==> src/rtc_chk_pkg.sv <==
// shared constants for the write check and supply-low detector
package rtc_chk_pkg;
  // bcd limits
  localparam logic [3:0] BCD_MAX     = 4'h9;
  localparam logic [7:0] YEAR_DEF    = 8'h00;
  localparam logic [7:0] MONTH_DEF   = 8'h01;
  localparam logic [7:0] MONTH_MAX   = 8'h12;
  localparam logic [2:0] DOW_DEF     = 3'h1;
  localparam logic [2:0] DOW_ZERO    = 3'h0;
  localparam logic [7:0] DATE_DEF    = 8'h01;
  localparam logic [7:0] DATE_MAX    = 8'h31;
  localparam logic [7:0] DATE_ZERO   = 8'h00;
  localparam logic [7:0] HOUR_DEF    = 8'h00;
  localparam logic [7:0] HOUR24_MAX  = 8'h23;
  localparam logic [7:0] HOUR12_MAX  = 8'h11;
  localparam logic [7:0] MIN_DEF     = 8'h00;
  localparam logic [7:0] MIN_MAX     = 8'h59;
  localparam logic [7:0] SEC_DEF     = 8'h00;
  localparam logic [7:0] SEC_MAX     = 8'h59;
  localparam logic [7:0] MONTH_FEB   = 8'h02;
  localparam logic [7:0] MONTH_DEC   = 8'h12;
  localparam logic [7:0] DAYS_28     = 8'h28;
  localparam logic [7:0] DAYS_29     = 8'h29;
  localparam logic [7:0] DAYS_30     = 8'h30;
  localparam logic [7:0] DAYS_31     = 8'h31;
  // hour and seconds field layout
  localparam int HOUR_MER_BIT = 7;
  localparam int SEC_FLAG_BIT = 7;
  // oscillator timing
  localparam int OSC_HZ          = 32768;
  localparam int SAMPLE_WIN_US   = 62500;
  // product stays below the int limit; dividing first would truncate the window to zero
  localparam int SAMPLE_WIN_OSC  = OSC_HZ * SAMPLE_WIN_US / 1000000;
  localparam int DIV_W           = 15;
endpackage

==> src/rtc_bcd_fix.sv <==
`timescale 1ns/10ps
// combinational validity check and month-end correction of written data
module rtc_bcd_fix (
  // written fields
  input  wire logic [7:0] yearIn,
  input  wire logic [7:0] monthIn,
  input  wire logic [7:0] dateIn,
  input  wire logic [2:0] dowIn,
  input  wire logic [7:0] hourIn,
  input  wire logic [7:0] minIn,
  input  wire logic       mode24,
  // corrected fields
  output logic      [7:0] yearOut,
  output logic      [7:0] monthOut,
  output logic      [7:0] dateOut,
  output logic      [2:0] dowOut,
  output logic      [7:0] hourOut,
  output logic      [7:0] minOut
);
  function automatic logic nibOk(input logic [7:0] v);
    return (v[7:4] <= rtc_chk_pkg::BCD_MAX) && (v[3:0] <= rtc_chk_pkg::BCD_MAX);
  endfunction

  function automatic logic [7:0] bcdInc(input logic [7:0] v);
    return (v[3:0] == rtc_chk_pkg::BCD_MAX) ? {v[7:4] + 4'h1, 4'h0} : v + 8'h01;
  endfunction

  logic [7:0] yv;
  logic [7:0] mv;
  logic [7:0] dv;
  logic [7:0] hb;
  logic [7:0] lastDay;
  logic       leap;

  always_comb begin
    yv = nibOk(yearIn) ? yearIn : rtc_chk_pkg::YEAR_DEF;
    mv = (nibOk(monthIn) && monthIn != 8'h00 && monthIn <= rtc_chk_pkg::MONTH_MAX)
         ? monthIn : rtc_chk_pkg::MONTH_DEF;
    dv = (nibOk(dateIn) && dateIn != rtc_chk_pkg::DATE_ZERO && dateIn <= rtc_chk_pkg::DATE_MAX)
         ? dateIn : rtc_chk_pkg::DATE_DEF;
    dowOut = (dowIn == rtc_chk_pkg::DOW_ZERO) ? rtc_chk_pkg::DOW_DEF : dowIn;
    minOut = (nibOk(minIn) && minIn <= rtc_chk_pkg::MIN_MAX) ? minIn : rtc_chk_pkg::MIN_DEF;
    // meridiem bit is kept only in 12-hour mode
    hb = {1'b0, hourIn[6:0]};
    if (mode24) begin
      hourOut = (nibOk(hb) && hb <= rtc_chk_pkg::HOUR24_MAX) ? hb : rtc_chk_pkg::HOUR_DEF;
    end else begin
      hourOut = (nibOk(hb) && hb <= rtc_chk_pkg::HOUR12_MAX) ? hourIn : rtc_chk_pkg::HOUR_DEF;
    end
    // year divisible by four in bcd: tens even with units 0,4,8 or tens odd with 2,6
    leap = yv[4] ? (yv[3:0] == 4'h2 || yv[3:0] == 4'h6)
                 : (yv[3:0] == 4'h0 || yv[3:0] == 4'h4 || yv[3:0] == 4'h8);
    unique case (mv)
      rtc_chk_pkg::MONTH_FEB: lastDay = leap ? rtc_chk_pkg::DAYS_29 : rtc_chk_pkg::DAYS_28;
      8'h04, 8'h06, 8'h09, 8'h11: lastDay = rtc_chk_pkg::DAYS_30;
      default: lastDay = rtc_chk_pkg::DAYS_31;
    endcase
    // substitution above feeds this correction, never the reverse
    yearOut  = yv;
    monthOut = mv;
    dateOut  = dv;
    if (dv > lastDay) begin
      dateOut = rtc_chk_pkg::DATE_DEF;
      if (mv == rtc_chk_pkg::MONTH_DEC) begin
        monthOut = rtc_chk_pkg::MONTH_DEF;
        yearOut  = (yv == 8'h99) ? rtc_chk_pkg::YEAR_DEF : bcdInc(yv);
      end else begin
        monthOut = bcdInc(mv);
      end
    end
  end
endmodule // rtc_bcd_fix

==> src/rtc_sync2.sv <==
`timescale 1ns/10ps
// two-flop synchroniser for a group of pin levels
module rtc_sync2 #(
  parameter int W = 1
) (
  // clock and reset
  input  wire logic         mclk,
  input  wire logic         rst,
  input  wire logic         ce,
  // levels
  input  wire logic [W-1:0] din,
  output logic      [W-1:0] dout
);
  logic [W-1:0] meta_r;

  always_ff @(posedge mclk or posedge rst) begin
    if (rst) begin
      meta_r <= '0;
      dout   <= '0;
    end else if (ce) begin
      meta_r <= din;
      dout   <= meta_r;
    end
  end
endmodule // rtc_sync2

==> src/rtc_write_check.sv <==
`timescale 1ns/10ps
// write validity check, seconds fix-up and supply-low detector of the clock
module rtc_write_check (
  // clock and reset
  input  wire logic       mclk,
  input  wire logic       rst,
  input  wire logic       ce,
  // pins from outside the domain
  input  wire logic       oscClk,
  input  wire logic       chipSel,
  input  wire logic       supplyLow,
  // command decoder side, same clock
  input  wire logic       initCmd,
  input  wire logic       readCmd,
  input  wire logic       writeDone,
  input  wire logic       mode24,
  // written data
  input  wire logic [7:0] wrYear,
  input  wire logic [7:0] wrMonth,
  input  wire logic [7:0] wrDate,
  input  wire logic [2:0] wrDow,
  input  wire logic [7:0] wrHour,
  input  wire logic [7:0] wrMin,
  input  wire logic [7:0] wrSec,
  // counters
  output logic      [7:0] year_r,
  output logic      [7:0] month_r,
  output logic      [7:0] date_r,
  output logic      [2:0] dow_r,
  output logic      [7:0] hour_r,
  output logic      [7:0] min_r,
  output logic      [7:0] sec_r,
  // read image, detector and carries
  output logic      [7:0] rdHour_r,
  output logic      [7:0] rdSec_r,
  output logic            supply_low_flag_r,
  output logic            sampleWin_r,
  output logic            secCarry_r,
  output logic            minCarry_r
);
  typedef enum logic [2:0] {
    DET_RUN  = 3'b001,
    DET_HOLD = 3'b010,
    DET_READ = 3'b100
  } det_t;

  logic       oscS;
  logic       csS;
  logic       lowS;
  logic       oscD_r;
  logic       csD_r;
  logic       oscRise;
  logic       csRise;
  logic       csFall;
  logic [rtc_chk_pkg::DIV_W-1:0] div_r;
  logic       divRun_r;
  logic       secTick;
  logic       readPend_r;
  det_t       det_r;
  det_t       det_nxt;
  logic [7:0] fixYear;
  logic [7:0] fixMonth;
  logic [7:0] fixDate;
  logic [2:0] fixDow;
  logic [7:0] fixHour;
  logic [7:0] fixMin;

  localparam logic [rtc_chk_pkg::DIV_W-1:0] DIV_LAST = '1;
  localparam logic [rtc_chk_pkg::DIV_W-1:0] WIN_LAST =
    rtc_chk_pkg::DIV_W'(rtc_chk_pkg::SAMPLE_WIN_OSC - 1);

  function automatic logic secBad(input logic [7:0] v);
    return (v[3:0] > rtc_chk_pkg::BCD_MAX) || (v[6:0] > rtc_chk_pkg::SEC_MAX[6:0]);
  endfunction

  rtc_sync2 #(.W(3)) u_sync (
    .mclk (mclk),
    .rst  (rst),
    .ce   (ce),
    .din  ({oscClk, chipSel, supplyLow}),
    .dout ({oscS, csS, lowS})
  );

  rtc_bcd_fix u_fix (
    .yearIn   (wrYear),
    .monthIn  (wrMonth),
    .dateIn   (wrDate),
    .dowIn    (wrDow),
    .hourIn   (wrHour),
    .minIn    (wrMin),
    .mode24   (mode24),
    .yearOut  (fixYear),
    .monthOut (fixMonth),
    .dateOut  (fixDate),
    .dowOut   (fixDow),
    .hourOut  (fixHour),
    .minOut   (fixMin)
  );

  assign oscRise = oscS & ~oscD_r;
  assign csRise  = csS & ~csD_r;
  assign csFall  = ~csS & csD_r;
  assign secTick = oscRise & divRun_r & (div_r == DIV_LAST);

  always_ff @(posedge mclk or posedge rst) begin
    if (rst) begin
      oscD_r <= 1'b0;
      csD_r  <= 1'b0;
    end else if (ce) begin
      oscD_r <= oscS;
      csD_r  <= csS;
    end
  end

  // divider halts during a write and restarts at chip select falling
  always_ff @(posedge mclk or posedge rst) begin
    if (rst) begin
      div_r    <= '0;
      divRun_r <= 1'b0;
    end else if (ce) begin
      if (initCmd || writeDone) begin
        div_r    <= '0;
        divRun_r <= 1'b0;
      end else if (csFall) begin
        divRun_r <= 1'b1;
      end else if (oscRise && divRun_r) begin
        div_r <= div_r + 1'b1;
      end
    end
  end

  // counters load corrected data; seconds are not checked here
  always_ff @(posedge mclk or posedge rst) begin
    if (rst) begin
      year_r     <= rtc_chk_pkg::YEAR_DEF;
      month_r    <= rtc_chk_pkg::MONTH_DEF;
      date_r     <= rtc_chk_pkg::DATE_DEF;
      dow_r      <= rtc_chk_pkg::DOW_DEF;
      hour_r     <= rtc_chk_pkg::HOUR_DEF;
      min_r      <= rtc_chk_pkg::MIN_DEF;
      sec_r      <= rtc_chk_pkg::SEC_DEF;
      secCarry_r <= 1'b0;
      minCarry_r <= 1'b0;
    end else if (ce) begin
      secCarry_r <= secTick;
      minCarry_r <= 1'b0;
      if (initCmd) begin
        year_r  <= rtc_chk_pkg::YEAR_DEF;
        month_r <= rtc_chk_pkg::MONTH_DEF;
        date_r  <= rtc_chk_pkg::DATE_DEF;
        dow_r   <= rtc_chk_pkg::DOW_DEF;
        hour_r  <= rtc_chk_pkg::HOUR_DEF;
        min_r   <= rtc_chk_pkg::MIN_DEF;
        sec_r   <= rtc_chk_pkg::SEC_DEF;
      end else if (writeDone) begin
        year_r  <= fixYear;
        month_r <= fixMonth;
        date_r  <= fixDate;
        dow_r   <= fixDow;
        hour_r  <= fixHour;
        min_r   <= fixMin;
        sec_r   <= wrSec;
      end else if (secTick && secBad(sec_r)) begin
        // bad seconds fold to zero with a minute carry
        sec_r      <= rtc_chk_pkg::SEC_DEF;
        minCarry_r <= 1'b1;
      end
    end
  end

  // detector state: run samples, hold after a trip, read re-arms at cs fall
  always_comb begin
    det_nxt = det_r;
    unique case (det_r)
      DET_RUN: begin
        if (sampleWin_r && lowS) det_nxt = DET_HOLD;
      end
      DET_HOLD: begin
        if (readPend_r) det_nxt = DET_READ;
      end
      DET_READ: begin
        if (csFall) det_nxt = DET_RUN;
      end
      default: det_nxt = DET_RUN;
    endcase
    if (initCmd) det_nxt = DET_RUN;
  end

  always_ff @(posedge mclk or posedge rst) begin
    if (rst) begin
      det_r <= DET_RUN;
    end else if (ce) begin
      det_r <= det_nxt;
    end
  end

  // window opens at start of each second on the divider while the detector is in DET_RUN
  always_ff @(posedge mclk or posedge rst) begin
    if (rst) begin
      sampleWin_r <= 1'b0;
    end else if (ce) begin
      sampleWin_r <= divRun_r && (det_r == DET_RUN) && (div_r <= WIN_LAST);
    end
  end

  // flag set wins over the clear by a read-run window with good supply
  always_ff @(posedge mclk or posedge rst) begin
    if (rst) begin
      supply_low_flag_r <= 1'b0;
    end else if (ce) begin
      if (initCmd) begin
        supply_low_flag_r <= 1'b0;
      end else if (sampleWin_r && lowS) begin
        supply_low_flag_r <= 1'b1;
      // clear only while running: the window lags a trip by one cycle
      end else if (sampleWin_r && !lowS && (det_r == DET_RUN)) begin
        supply_low_flag_r <= 1'b0;
      end
    end
  end

  // read after cs rise copies the flag into the seconds image
  always_ff @(posedge mclk or posedge rst) begin
    if (rst) begin
      readPend_r <= 1'b0;
      rdSec_r    <= 8'h00;
      rdHour_r   <= 8'h00;
    end else if (ce) begin
      if (csRise) begin
        readPend_r <= 1'b0;
      end else if (readCmd) begin
        readPend_r <= 1'b1;
      end else if (csFall) begin
        readPend_r <= 1'b0;
      end
      if (readCmd) begin
        rdSec_r <= {supply_low_flag_r, sec_r[6:0]};
        rdHour_r <= mode24
          ? {(hour_r[6:0] > rtc_chk_pkg::HOUR12_MAX[6:0]), hour_r[6:0]}
          : hour_r;
      end
    end
  end

  a_bad_sec_fold: assert property (@(posedge mclk) disable iff (rst)
    (ce && secTick && !writeDone && !initCmd && secBad(sec_r))
      |=> (sec_r == rtc_chk_pkg::SEC_DEF) && minCarry_r)
    else $error("bad seconds not folded at carry");
  a_trip_latch: assert property (@(posedge mclk) disable iff (rst)
    (ce && sampleWin_r && lowS && !initCmd) |=> supply_low_flag_r && (det_r == DET_HOLD))
    else $error("low sample did not latch");
  a_hold_no_win: assert property (@(posedge mclk) disable iff (rst)
    (det_r == DET_HOLD) |-> ##1 !sampleWin_r)
    else $error("sampling while held");
  a_read_image: assert property (@(posedge mclk) disable iff (rst)
    (ce && readCmd) |=> rdSec_r[rtc_chk_pkg::SEC_FLAG_BIT] == $past(supply_low_flag_r))
    else $error("flag missing from seconds image");
  a_rearm_fall: assert property (@(posedge mclk) disable iff (rst)
    (ce && det_r == DET_READ && csFall && !initCmd) |=> det_r == DET_RUN)
    else $error("cs fall did not re-arm");
  a_mer_read: assert property (@(posedge mclk) disable iff (rst)
    (ce && readCmd && mode24) |=> rdHour_r[rtc_chk_pkg::HOUR_MER_BIT]
      == ($past(hour_r[6:0]) > rtc_chk_pkg::HOUR12_MAX[6:0]))
    else $error("meridiem wrong in 24-hour read");
  a_write_load: assert property (@(posedge mclk) disable iff (rst)
    (ce && writeDone && !initCmd) |=> (date_r >= rtc_chk_pkg::DATE_DEF)
      && (date_r <= rtc_chk_pkg::DATE_MAX) && (date_r[3:0] <= rtc_chk_pkg::BCD_MAX)
      && (min_r <= rtc_chk_pkg::MIN_MAX) && (min_r[3:0] <= rtc_chk_pkg::BCD_MAX))
    else $error("corrected data not loaded");
  a_div_halt: assert property (@(posedge mclk) disable iff (rst)
    (ce && writeDone) |=> !divRun_r ##1 !sampleWin_r)
    else $error("divider runs after write");

  // write path: every loaded field but the raw seconds lies inside its legal range; a 12-hour read returns the hour unchanged
  a_dow_valid: assert property (@(posedge mclk) disable iff (rst)
    (ce && writeDone && !initCmd) |=> (dow_r != rtc_chk_pkg::DOW_ZERO))
    else $error("day-of-week zero after write");
  a_year_bcd: assert property (@(posedge mclk) disable iff (rst)
    (ce && writeDone && !initCmd) |=> (year_r[7:4] <= rtc_chk_pkg::BCD_MAX)
      && (year_r[3:0] <= rtc_chk_pkg::BCD_MAX))
    else $error("year not bcd after write");
  a_month_range: assert property (@(posedge mclk) disable iff (rst)
    (ce && writeDone && !initCmd) |=> (month_r >= rtc_chk_pkg::MONTH_DEF)
      && (month_r <= rtc_chk_pkg::MONTH_MAX) && (month_r[3:0] <= rtc_chk_pkg::BCD_MAX))
    else $error("month out of range after write");
  a_hour24_range: assert property (@(posedge mclk) disable iff (rst)
    (ce && writeDone && !initCmd && mode24) |=> (hour_r <= rtc_chk_pkg::HOUR24_MAX)
      && (hour_r[3:0] <= rtc_chk_pkg::BCD_MAX))
    else $error("24-hour value out of range");
  a_hour12_range: assert property (@(posedge mclk) disable iff (rst)
    (ce && writeDone && !initCmd && !mode24) |=> (hour_r[6:0] <= rtc_chk_pkg::HOUR12_MAX[6:0])
      && (hour_r[3:0] <= rtc_chk_pkg::BCD_MAX))
    else $error("12-hour value out of range");
  a_sec_raw: assert property (@(posedge mclk) disable iff (rst)
    (ce && writeDone && !initCmd) |=> (sec_r == $past(wrSec)))
    else $error("seconds altered at write");
  a_hour12_read: assert property (@(posedge mclk) disable iff (rst)
    (ce && readCmd && !mode24) |=> (rdHour_r == $past(hour_r)))
    else $error("12-hour read changed the hour");

  // detector: sampling only inside the window of a running divider
  a_win_stop: assert property (@(posedge mclk) disable iff (rst)
    (ce && !divRun_r) |=> !sampleWin_r)
    else $error("window open with divider stopped");
  a_win_bound: assert property (@(posedge mclk) disable iff (rst)
    (ce && (div_r > WIN_LAST)) |=> !sampleWin_r)
    else $error("window longer than its span");
  a_flag_hold: assert property (@(posedge mclk) disable iff (rst)
    (ce && supply_low_flag_r && (det_r != DET_RUN) && !initCmd) |=> supply_low_flag_r)
    else $error("held flag dropped");
  a_hold_read: assert property (@(posedge mclk) disable iff (rst)
    (ce && (det_r == DET_HOLD) && readPend_r && !initCmd) |=> (det_r == DET_READ))
    else $error("read did not release the hold");
  a_init_clear: assert property (@(posedge mclk) disable iff (rst)
    (ce && initCmd) |=> !supply_low_flag_r && (det_r == DET_RUN) && !divRun_r)
    else $error("initialization left detector state");

  // carries: one-cycle pulses, the minute carry only beside a second carry
  a_carry_pulse: assert property (@(posedge mclk) disable iff (rst)
    (ce && secCarry_r) |=> !secCarry_r)
    else $error("second carry longer than a cycle");
  a_min_carry: assert property (@(posedge mclk) disable iff (rst)
    minCarry_r |-> secCarry_r && (sec_r == rtc_chk_pkg::SEC_DEF))
    else $error("minute carry without folded seconds");
endmodule // rtc_write_check

==> config.mk <==
export PLATFORM = sky130hd
export DESIGN_NAME = rtc_write_check
export DESIGN_NICKNAME = d
export VERILOG_FILES = /design/src/rtc_chk_pkg.sv /design/src/rtc_bcd_fix.sv /design/src/rtc_sync2.sv /design/src/rtc_write_check.sv
export SDC_FILE = /design/constraint.sdc
export NUM_CORES = 1
export LEC_CHECK = 0
export ABC_CLOCK_PERIOD_IN_PS = 3600
export BUFFER_PORTS_ARGS = -buffer_cell sky130_fd_sc_hd__buf_2
export CAP_MARGIN = 10
export CELL_PAD_IN_SITES_DETAIL_PLACEMENT = 0
export CELL_PAD_IN_SITES_GLOBAL_PLACEMENT = 1
export CORE_MARGIN = 2
export CORE_UTILIZATION = 25
export CTS_CLUSTER_SIZE = 25
export DETAILED_ROUTE_END_ITERATION = 6
export GPL_TIMING_DRIVEN = 1
export PLACE_DENSITY_LB_ADDON = 0.1
export SETUP_SLACK_MARGIN = 0.1
export SLEW_MARGIN = 10
export SYNTH_ARGS = -nofsm -noshare
export SYNTH_HDL_FRONTEND = slang
export SYNTH_SLANG_ARGS = --single-unit
==> constraint.sdc <==
create_clock -name mclk -period 3.6 [get_ports mclk]
set_input_delay 0.54 -clock mclk [delete_from_list [all_inputs] [get_ports mclk]]
set_output_delay 0.54 -clock mclk [all_outputs]
set_load 0.01 [all_outputs]
### Word-level counts from Yosys, hierarchy flattened

Index checks and enable logic that the tools add are counted.

* register bits after elaboration: 99
* output and inout bits: 71
* word-level logic and storage cells: 173
* input port bits: 61
* memory bits (read-only): 0
* bits in writable memories: 0
* memories kept: 0
* bits in latches: 0

* $lt $le $gt $ge: 20
* equality and inequality tests: 21
* muxes and demuxes: 54
* multiply operators: 0
* bitwise gates (word level): 8
* shift operators: 0
* reductions and logical operators: 44
* divide/modulo/power cells: 0
* $add $sub $neg: 5

Operators by type and width (count)
* 2-to-1 mux 8 bit: 28
* 2-to-1 mux 15 bit: 3
* <= comparator 4 bit, second input constant: 9
* 2-to-1 mux 3 bit: 7
* logical AND 1 bit: 19
* adder 8 x 1 -> 8 bit, second input constant: 2
* equality test 8 x 3 -> 1 bit, second input constant: 2
* equality test 8 x 5 -> 1 bit, second input constant: 2
* case mux 8 bit (2 select lines): 1
* nonzero test 8 bit: 2
* adder 15 x 1 -> 15 bit, second input constant: 1
* equality test 15 bit, second input constant: 1
* <= comparator 15 x 11 -> 1 bit, second input constant: 1
* 2-to-1 mux 1 bit: 13
* equality test 4 bit, second input constant: 3
* AND reduction 2 bit: 6
* != test 3 bit, second input constant: 3
* case mux 3 bit (3 select lines): 1
* nonzero test 3 bit: 3
* adder 4 x 1 -> 4 bit, second input constant: 2
* equality test 4 x 3 -> 1 bit, second input constant: 2
* equality test 8 x 2 -> 1 bit, second input constant: 1
* equality test 8 x 4 -> 1 bit, second input constant: 1
* equality test 8 bit, second input constant: 1
* 26 further kinds: 38

### Logic depth before layout (Yosys ltp)

Gate-level depths: netlist of run 1.

* word-level depth: 13
* mapped depth: 17

### By module

A second synthesis of run 1 with hierarchy kept.

* cell total of the unflattened synthesis: 486
* area total of the unflattened synthesis: 5182.5 µm²

By module, submodules not included
* rtc_write_check: times used 1, area an instance 3809.9 µm², cells an instance 309
* rtc_bcd_fix: times used 1, area an instance 1117.3 µm², cells an instance 163
* rtc_sync2: times used 1, area an instance 255.2 µm², cells an instance 14

### Least setup slack after synthesis of run 1

Ideal clock, no wire load.

* kind: input-to-reg
* start point: input wrMonth[3]
* end point: register month_r[2]
* path buffers: 2
* path slack: 85 ps
* required time: 3478 ps
* data arrival time: 3393 ps
* setup time: 122 ps
* cell stages on the path: 17
* path through: buf_2 nor3_1 a222oi_1 nor2b_1 clkbuf_2 and2_1 ha_1 inv_1 nor2_1 o21ai_0 o2111a_1 ha_1 or3b_1 a31oi_2 nor4_1 xor2_1 a32o_1

* word-level cells in the longest chain between the ends: 12
* elaborated cells between the ends (all ways): 23
* those cells by class: add/sub: 1; order compare: 3; eq/ne: 7; mux: 7; reduce/logical: 5

RTL lines
* start, declared: RTL line rtc_write_check.sv:19 `input wire logic [7:0] wrMonth,`
* <= comparator 4 bit: RTL line rtc_bcd_fix.sv:21 `return (v[7:4] <= rtc_chk_pkg::BCD_MAX) && (v[3:0] <= rtc_chk_pkg::BCD_MAX);`
* logical AND 1 bit: RTL line rtc_bcd_fix.sv:21
* logical AND 1 bit (2 in series): RTL line rtc_bcd_fix.sv:37 `mv = (nibOk(monthIn) && monthIn != 8'h00 && monthIn <= rtc_chk_pkg::MONTH_MAX)`
* 2-to-1 mux 8 bit *: RTL line rtc_bcd_fix.sv:38 `? monthIn : rtc_chk_pkg::MONTH_DEF;`
* equality test 8 x 3 -> 1 bit, or another cell as far along: RTL line rtc_bcd_fix.sv:53 `unique case (mv)`
* OR reduction 4 bit: RTL line rtc_bcd_fix.sv:53
* case mux 8 bit (2 select lines): RTL line rtc_bcd_fix.sv:53
* greater-than comparator 8 bit: RTL line rtc_bcd_fix.sv:62 `if (dv > lastDay) begin`
* 2-to-1 mux 8 bit *: RTL line rtc_bcd_fix.sv:62
* 2-to-1 mux 8 bit *: RTL line rtc_write_check.sv:155 `end else if (writeDone) begin`
* 2-to-1 mux 8 bit *: RTL line rtc_write_check.sv:147 `if (initCmd) begin`
* end signal, assigned: RTL line rtc_write_check.sv:136 `month_r <= rtc_chk_pkg::MONTH_DEF;`
* end signal, assigned: RTL line rtc_write_check.sv:149 `month_r <= rtc_chk_pkg::MONTH_DEF;`
* end signal, assigned: RTL line rtc_write_check.sv:157 `month_r <= fixMonth;`
* end, declared: RTL line rtc_write_check.sv:27 `output logic [7:0] month_r,`

Mark *: on every way between the ends. The rest lies on a longest branch, timed or not. The select of a mux whose other input is x is not followed.
A chain may end at the register's enable or synchronous reset.

### Final worst setup path of run 1

* start point: input wrMonth[1]
* end point: register month_r[1]

The elaborated chain is that of the path after synthesis.

==> results.sh, run 1 <==
export IMPL_status="complete, no violations"
export IMPL_clk_latency_ps=350
export IMPL_cts_root_buf="clkbuf_16"
export IMPL_cp_max_fo=9
export IMPL_numCtsBuffers=9
export IMPL_synthSimpleGateAreaFrac_pct=18.5
export IMPL_synth_most_common_cell="dfrtp_1"
export IMPL_cp_start_kind="input port"
export IMPL_synthTopCellsByArea="dfrtp_1 48%, mux2_2 4.7%, nand2_1 4.7%, o21ai_0 3.7%, a22o_1 3.3%"
export IMPL_grt_pass1_wl_um=22600
export IMPL_ir_worst_vdd_v=0.000165
export IMPL_cts_tree="yes"
export IMPL_dp_hpwl_um=10200
export IMPL_coreArea_um2=19500
export IMPL_postLayoutCellArea_um2=6350
export IMPL_final_hold_violation_count=0
export IMPL_drc=0
export IMPL_crit_required_ps=3860
export IMPL_max_freq_ghz=0.309
export IMPL_synth_top_family_by_area="simple AND/OR/NAND/NOR gates"
export IMPL_avgSynthCellArea_um2=10.1
export IMPL_synth_cells=492
export IMPL_postLayoutCoreUtil_pct=32.5
export IMPL_finalPower_mw=2.62
export IMPL_fp_row_count=51
export IMPL_drive_gt1_share_pct=32.8
export IMPL_yosysSeqAreaShare_pct=49.8
export IMPL_dieArea_um2=21100
export IMPL_yosysTopAreaCellShare_pct=47.7
export IMPL_wl_um=13900
export IMPL_setup_viol_count_final=0
export IMPL_critical_path_max_stage_delay_ps=360
export IMPL_rsz0062_at_grt="no"
export IMPL_slew_violations=0
export IMPL_crit_buf_inv=2
export IMPL_avgRoutedWirePerCell_um=15.5
export IMPL_synth_area_um2=4990
export IMPL_fin_tns_setup_ps=0
export IMPL_clock_path_buffers=2
export IMPL_io_pins=132
export IMPL_avgViaCountPerCell=4.67
export IMPL_syn_nets=561
export IMPL_setup_ws_ps=362
export IMPL_die_h_um=145
export IMPL_p_per_area_nw_per_um2=412
export IMPL_antenna_found_initial=0
export IMPL_clk_pin_slew_ps=70
export IMPL_grt_pass1_vias=4206
export IMPL_drv_cap=0
export IMPL_yosysTopAreaCell="dfrtp_1"
export IMPL_synthXorXnorAreaFrac_pct=2.46
export IMPL_grt_max_degree=82
export IMPL_gpl_final_weighted_congestion=0.805
export IMPL_num_antenna_cells=0
export IMPL_postPlaceCellArea_um2=6010
export IMPL_ys_top_cells_by_count="95 x dfrtp_1, 63 x nand2_1, 37 x o21ai_0"
export IMPL_stdcell_count=900
export IMPL_max_slew_margin_rel_pct=23.7
export IMPL_hold_buffers=0
export IMPL_slowest_stage="nor3_4"
export IMPL_period_needed_ps=3240
export IMPL_area_growth_syn_to_layout_pct=27.3
export IMPL_grtUsageTotal_pct=13.4
export IMPL_synth_compound_area_share_pct=18.0
export IMPL_vias=4200
export IMPL_die_x_um=145
export IMPL_firstDrtPassIters=6
export IMPL_muxShareOfSynthArea_pct=5.54
export IMPL_nets=699
export IMPL_drtIter0Drc=145
export IMPL_critPathKind="input port to flip-flop"
export IMPL_fin_crit_sh_pct=90.0
export IMPL_ys_seq_elements=99
export IMPL_post_place_ws_ps=7.65
export IMPL_cts_sinks=99
export IMPL_io_buffers=131
export IMPL_grt_remaining_overflow=0
export IMPL_dp_cells=882
export IMPL_endpoint_kind="flip-flop"
export IMPL_synthArstFlopShare_pct=100
export IMPL_critPathTopFamily="compound AO/OA/AOI/OAI gates"
export IMPL_yosys_warnings=0
export IMPL_synth_edff_count=0
export IMPL_hold_worst_slack_ps=409
export IMPL_skew_ps=7.97
export IMPL_synthFlopType="dfrtp_1"
export IMPL_htree_levels=3
export IMPL_worstPathCellList="buf_2 > a21o_1 > a222oi_1 > nor2b_2 > and2_1 > ha_2 > inv_1 > nor2_1 > o21ai_0 > o2111a_1 > ha_1 > or3b_1 > a31oi_4 > nor3_4 > a21bo_2 > o221ai_1"
export IMPL_postRouteAntennaNets=0
export IMPL_worst_slew_pin_slew_ps=1140
export IMPL_initial_utilization_pct=25.5
export IMPL_power_leakage_nw=3.02
export IMPL_crit_arrival_ps=3490
export IMPL_synth_cell_types=74
export IMPL_holdCritPathClass="input port to flip-flop"
export IMPL_synthAdderAreaFrac_pct=2.01
==> state kept, by name, indices dropped and copies added (netlist names), 3 cells and up <==
signal,flops
month_r,8
date_r,8
u_sync.meta_r,3
u_sync.dout,3
year_r,8
min_r,8
div_r,15
dow_r,3
det_r,3
sec_r,8
hour_r,8
rdSec_r,8
rdHour_r,8
==> cell type report <==
| cell class | instances | area (um2) |
|---|---|---|
| inverter | 19 | 73.8 |
| clock inverter | 7 | 81.3 |
| clock buffer | 9 | 225 |
| timing repair buffer | 149 | 791 |
| sequential | 99 | 2480 |
| multi-input combinational | 352 | 2370 |
| tap | 265 | 332 |
| fill | 2094 | 13200 |
==> final timing paths <==
path                             startpoint              to  slack, ps  cells after the start
setup / recovery                 wrMonth[1]      month_r[1]        360                     16
hold / removal                     wrMin[4]        min_r[4]        410                      2
setup reg to reg                   div_r[0]        sec_r[2]       1650                      6
hold reg to reg            u_sync.meta_r[1]  u_sync.dout[1]        480                      2
max in group asynchronous               rst       date_r[0]       2290                      3
min in group asynchronous               rst      rdSec_r[0]        420                      2
==> routing by layer <==
layer / vias up / global-route usage, % / wire (um)
met5: - / 0 / 0
met4: 0 / 5.59 / 260
met3: 14 / 1.98 / 465
met2: 96 / 21.6 / 6610
met1: 2017 / 18.1 / 6570
li1: 2073 / - / -
==> cells by family (layout without fill, tap and decap cells) <==
| group | after synthesis | in the layout |
|---|---|---|
| mux | 25 | 25 |
| compound gates | 123 | 123 |
| buf+inv | 41 | 184 |
| flops | 99 | 99 |
| xor+xnor | 14 | 14 |
| simple gates | 180 | 180 |
| other cells | 2 | 2 |
| fa+ha+maj | 8 | 8 |
==> cells in the final DEF, fill, tap and decap left out, drive strengths merged, types with 8 or more instances in the layout <==
cell and instances:
buf 149, dfrtp 95, a21oi 16, o21ai 38, a22o 20, ha 8, nand2 63, xnor2 10
nand3 11, nor2 32, mux2 21, and2 9, clkbuf 9, inv 22, nor3 17
==> where the power goes <==
group | switching [mW] | internal, mW | total [mW]
Clock | 0.451 | 0.549 | 1.00
Combinational | 0.220 | 0.154 | 0.373
Sequential | 0.0548 | 1.19 | 1.24
Total | 0.726 | 1.89 | 2.62
==> repair_timing <==
item / in CTS / in global routing
endpoints found under the setup margin: 0 / 2
endpoints found under the hold margin: 0 / 0
resized for setup: 0 / 4
setup buffers: 0 / 2
No activity file was read; power rests on OpenSTA's default activity.
==> inputs of run 2 (changes only) <==
Settings changed: CORE_UTILIZATION 25 to 40.
==> results.sh, run 2 (synthesis results as in run 1) <==
export IMPL_slew_violations=0
export IMPL_io_pins=132
export IMPL_antenna_found_initial=0
export IMPL_vias=4230
export IMPL_grt_remaining_overflow=0
export IMPL_postLayoutCellArea_um2=6230
export IMPL_endpoint_kind="flip-flop"
export IMPL_fill_cells=1163
export IMPL_crit_arrival_ps=3510
export IMPL_max_freq_ghz=0.307
export IMPL_firstDrtPassIters=5
export IMPL_cts_root_buf="clkbuf_16"
export IMPL_coreArea_um2=12100
export IMPL_holdCritPathClass="input port to async pin"
export IMPL_final_common_cell="buf_2"
export IMPL_cts_sinks=99
export IMPL_num_antenna_cells=0
export IMPL_p_per_area_nw_per_um2=431
export IMPL_final_hold_violation_count=0
export IMPL_grtUsageTotal_pct=19.0
export IMPL_multiInputGateArea_um2=2370
export IMPL_skew_ps=6.26
export IMPL_dp_hpwl_um=9170
export IMPL_post_place_ws_ps=-69.6
export IMPL_initial_utilization_pct=41.2
export IMPL_nets=694
export IMPL_grt_pass1_wl_um=20000
export IMPL_clk_latency_ps=340
export IMPL_setup_ws_ps=345
export IMPL_final_cell_mix="131 x buf_2, 95 x dfrtp_1, 63 x nand2_1"
export IMPL_io_buffers=131
export IMPL_area_growth_syn_to_layout_pct=24.9
export IMPL_drv_cap=0
export IMPL_seq_area_um2=2480
export IMPL_drive_gt1_share_pct=32.2
export IMPL_grt_max_degree=60
export IMPL_fin_crit_sh_pct=90.4
export IMPL_dieArea_um2=13400
export IMPL_avgViaCountPerCell=5.30
export IMPL_use_met3_pct=2.41
export IMPL_rsz0062_at_grt="no"
export IMPL_cts_tree="yes"
export IMPL_drtIter0Drc=219
export IMPL_max_slew_margin_rel_pct=27.4
export IMPL_wl_um=12500
export IMPL_die_h_um=116
export IMPL_die_x_um=116
export IMPL_cp_start_kind="input port"
export IMPL_fp_row_count=40
export IMPL_postPlaceCellArea_um2=5870
export IMPL_cp_max_fo=9
export IMPL_crit_required_ps=3860
export IMPL_status="complete, no violations"
export IMPL_globalRoute_busiestLayer="met2"
export IMPL_finalPower_mw=2.68
export IMPL_gpl_final_weighted_congestion=0.881
export IMPL_largest_reg_flops=15
export IMPL_clk_pin_slew_ps=70
export IMPL_avgRoutedWirePerCell_um=15.6
export IMPL_period_needed_ps=3250
export IMPL_worst_slew_pin_slew_ps=1090
export IMPL_ir_worst_vdd_v=0.000190
export IMPL_met2_usage_pct=30.9
export IMPL_grt_pass1_vias=3955
export IMPL_setup_viol_count_final=0
export IMPL_numCtsBuffers=9
export IMPL_clock_path_buffers=2
export IMPL_critPathKind="input port to flip-flop"
export IMPL_postRouteAntennaNets=0
export IMPL_drc=0
export IMPL_power_leakage_nw=3.01
export IMPL_htree_levels=3
export IMPL_gr_usage_met1_pct=26.3
export IMPL_top_register="div_r"
==> run 2: critical path, stage by stage <==
cell and delay [ps]:
buf_2 150, a21o_1 190, a222oi_1 280, nor2b_2 230
and2_1 170, ha_2 200, inv_1 60, nor2_1 70
o21ai_0 80, o2111a_1 170, ha_1 180, or3b_1 240
a31oi_4 140, nor3_4 380, a21bo_2 270, o221ai_1 160
==> run 2: timing repair <==
action,CTS,global route
setup buffers,0,1
gates resized for setup,0,4
hold buffers,0,0
endpoints found under the hold margin,0,0
setup endpoints to repair,0,6
==> run 2: worst paths after layout <==
check	slack, ps	start	depth (start not counted)	end
setup / recovery	350	wrMonth[1]	16	month_r[1]
hold / removal	340	rst	2	rdHour_r[1]
setup reg to reg	1680	divRun_r	5	div_r[14]
hold reg to reg	480	month_r[6]	2	month_r[6]
max in group asynchronous	2510	rst	3	dow_r[0]
min in group mclk	420	wrMin[0]	2	min_r[0]
==> run 2: through the flow <==
step	hold WS, ps	instances	setup TNS, ps	utilization (%)
6_report	337	798	0	51.4
5_1_grt	408	798	0	51.4
4_1_cts	359	797	0	51.2
3_5_place_dp	467	781	-193	48.5
3_3_place_gp	459	781	0	48.5
2_1_floorplan	449	492	0	-
==> run 2: where the power goes <==
group,total (mW),internal [mW],leakage [nW],switching (mW)
Clock,1.07,0.635,0.160,0.439
Sequential,1.24,1.19,1.33,0.0537
Combinational,0.368,0.153,1.52,0.216
==> run 2: routing by layer <==
metal	vias to the layer above	part of all wire (%)
li1	2051	-
met1	2068	48
met2	100	47
met3	11	3.7
met4	0	1.3
met5	-	0
==> run 2: cell type report <==
| class | instances | area share (%) |
|---|---|---|
| multi-input cells | 352 | 38.0 |
| inverters | 19 | 1.18 |
| clock inverters | 6 | 1.51 |
| well taps | 168 | 3.37 |
| clock buffers | 10 | 3.84 |
| repair buffers | 144 | 12.3 |
| flip-flops and latches | 99 | 39.8 |
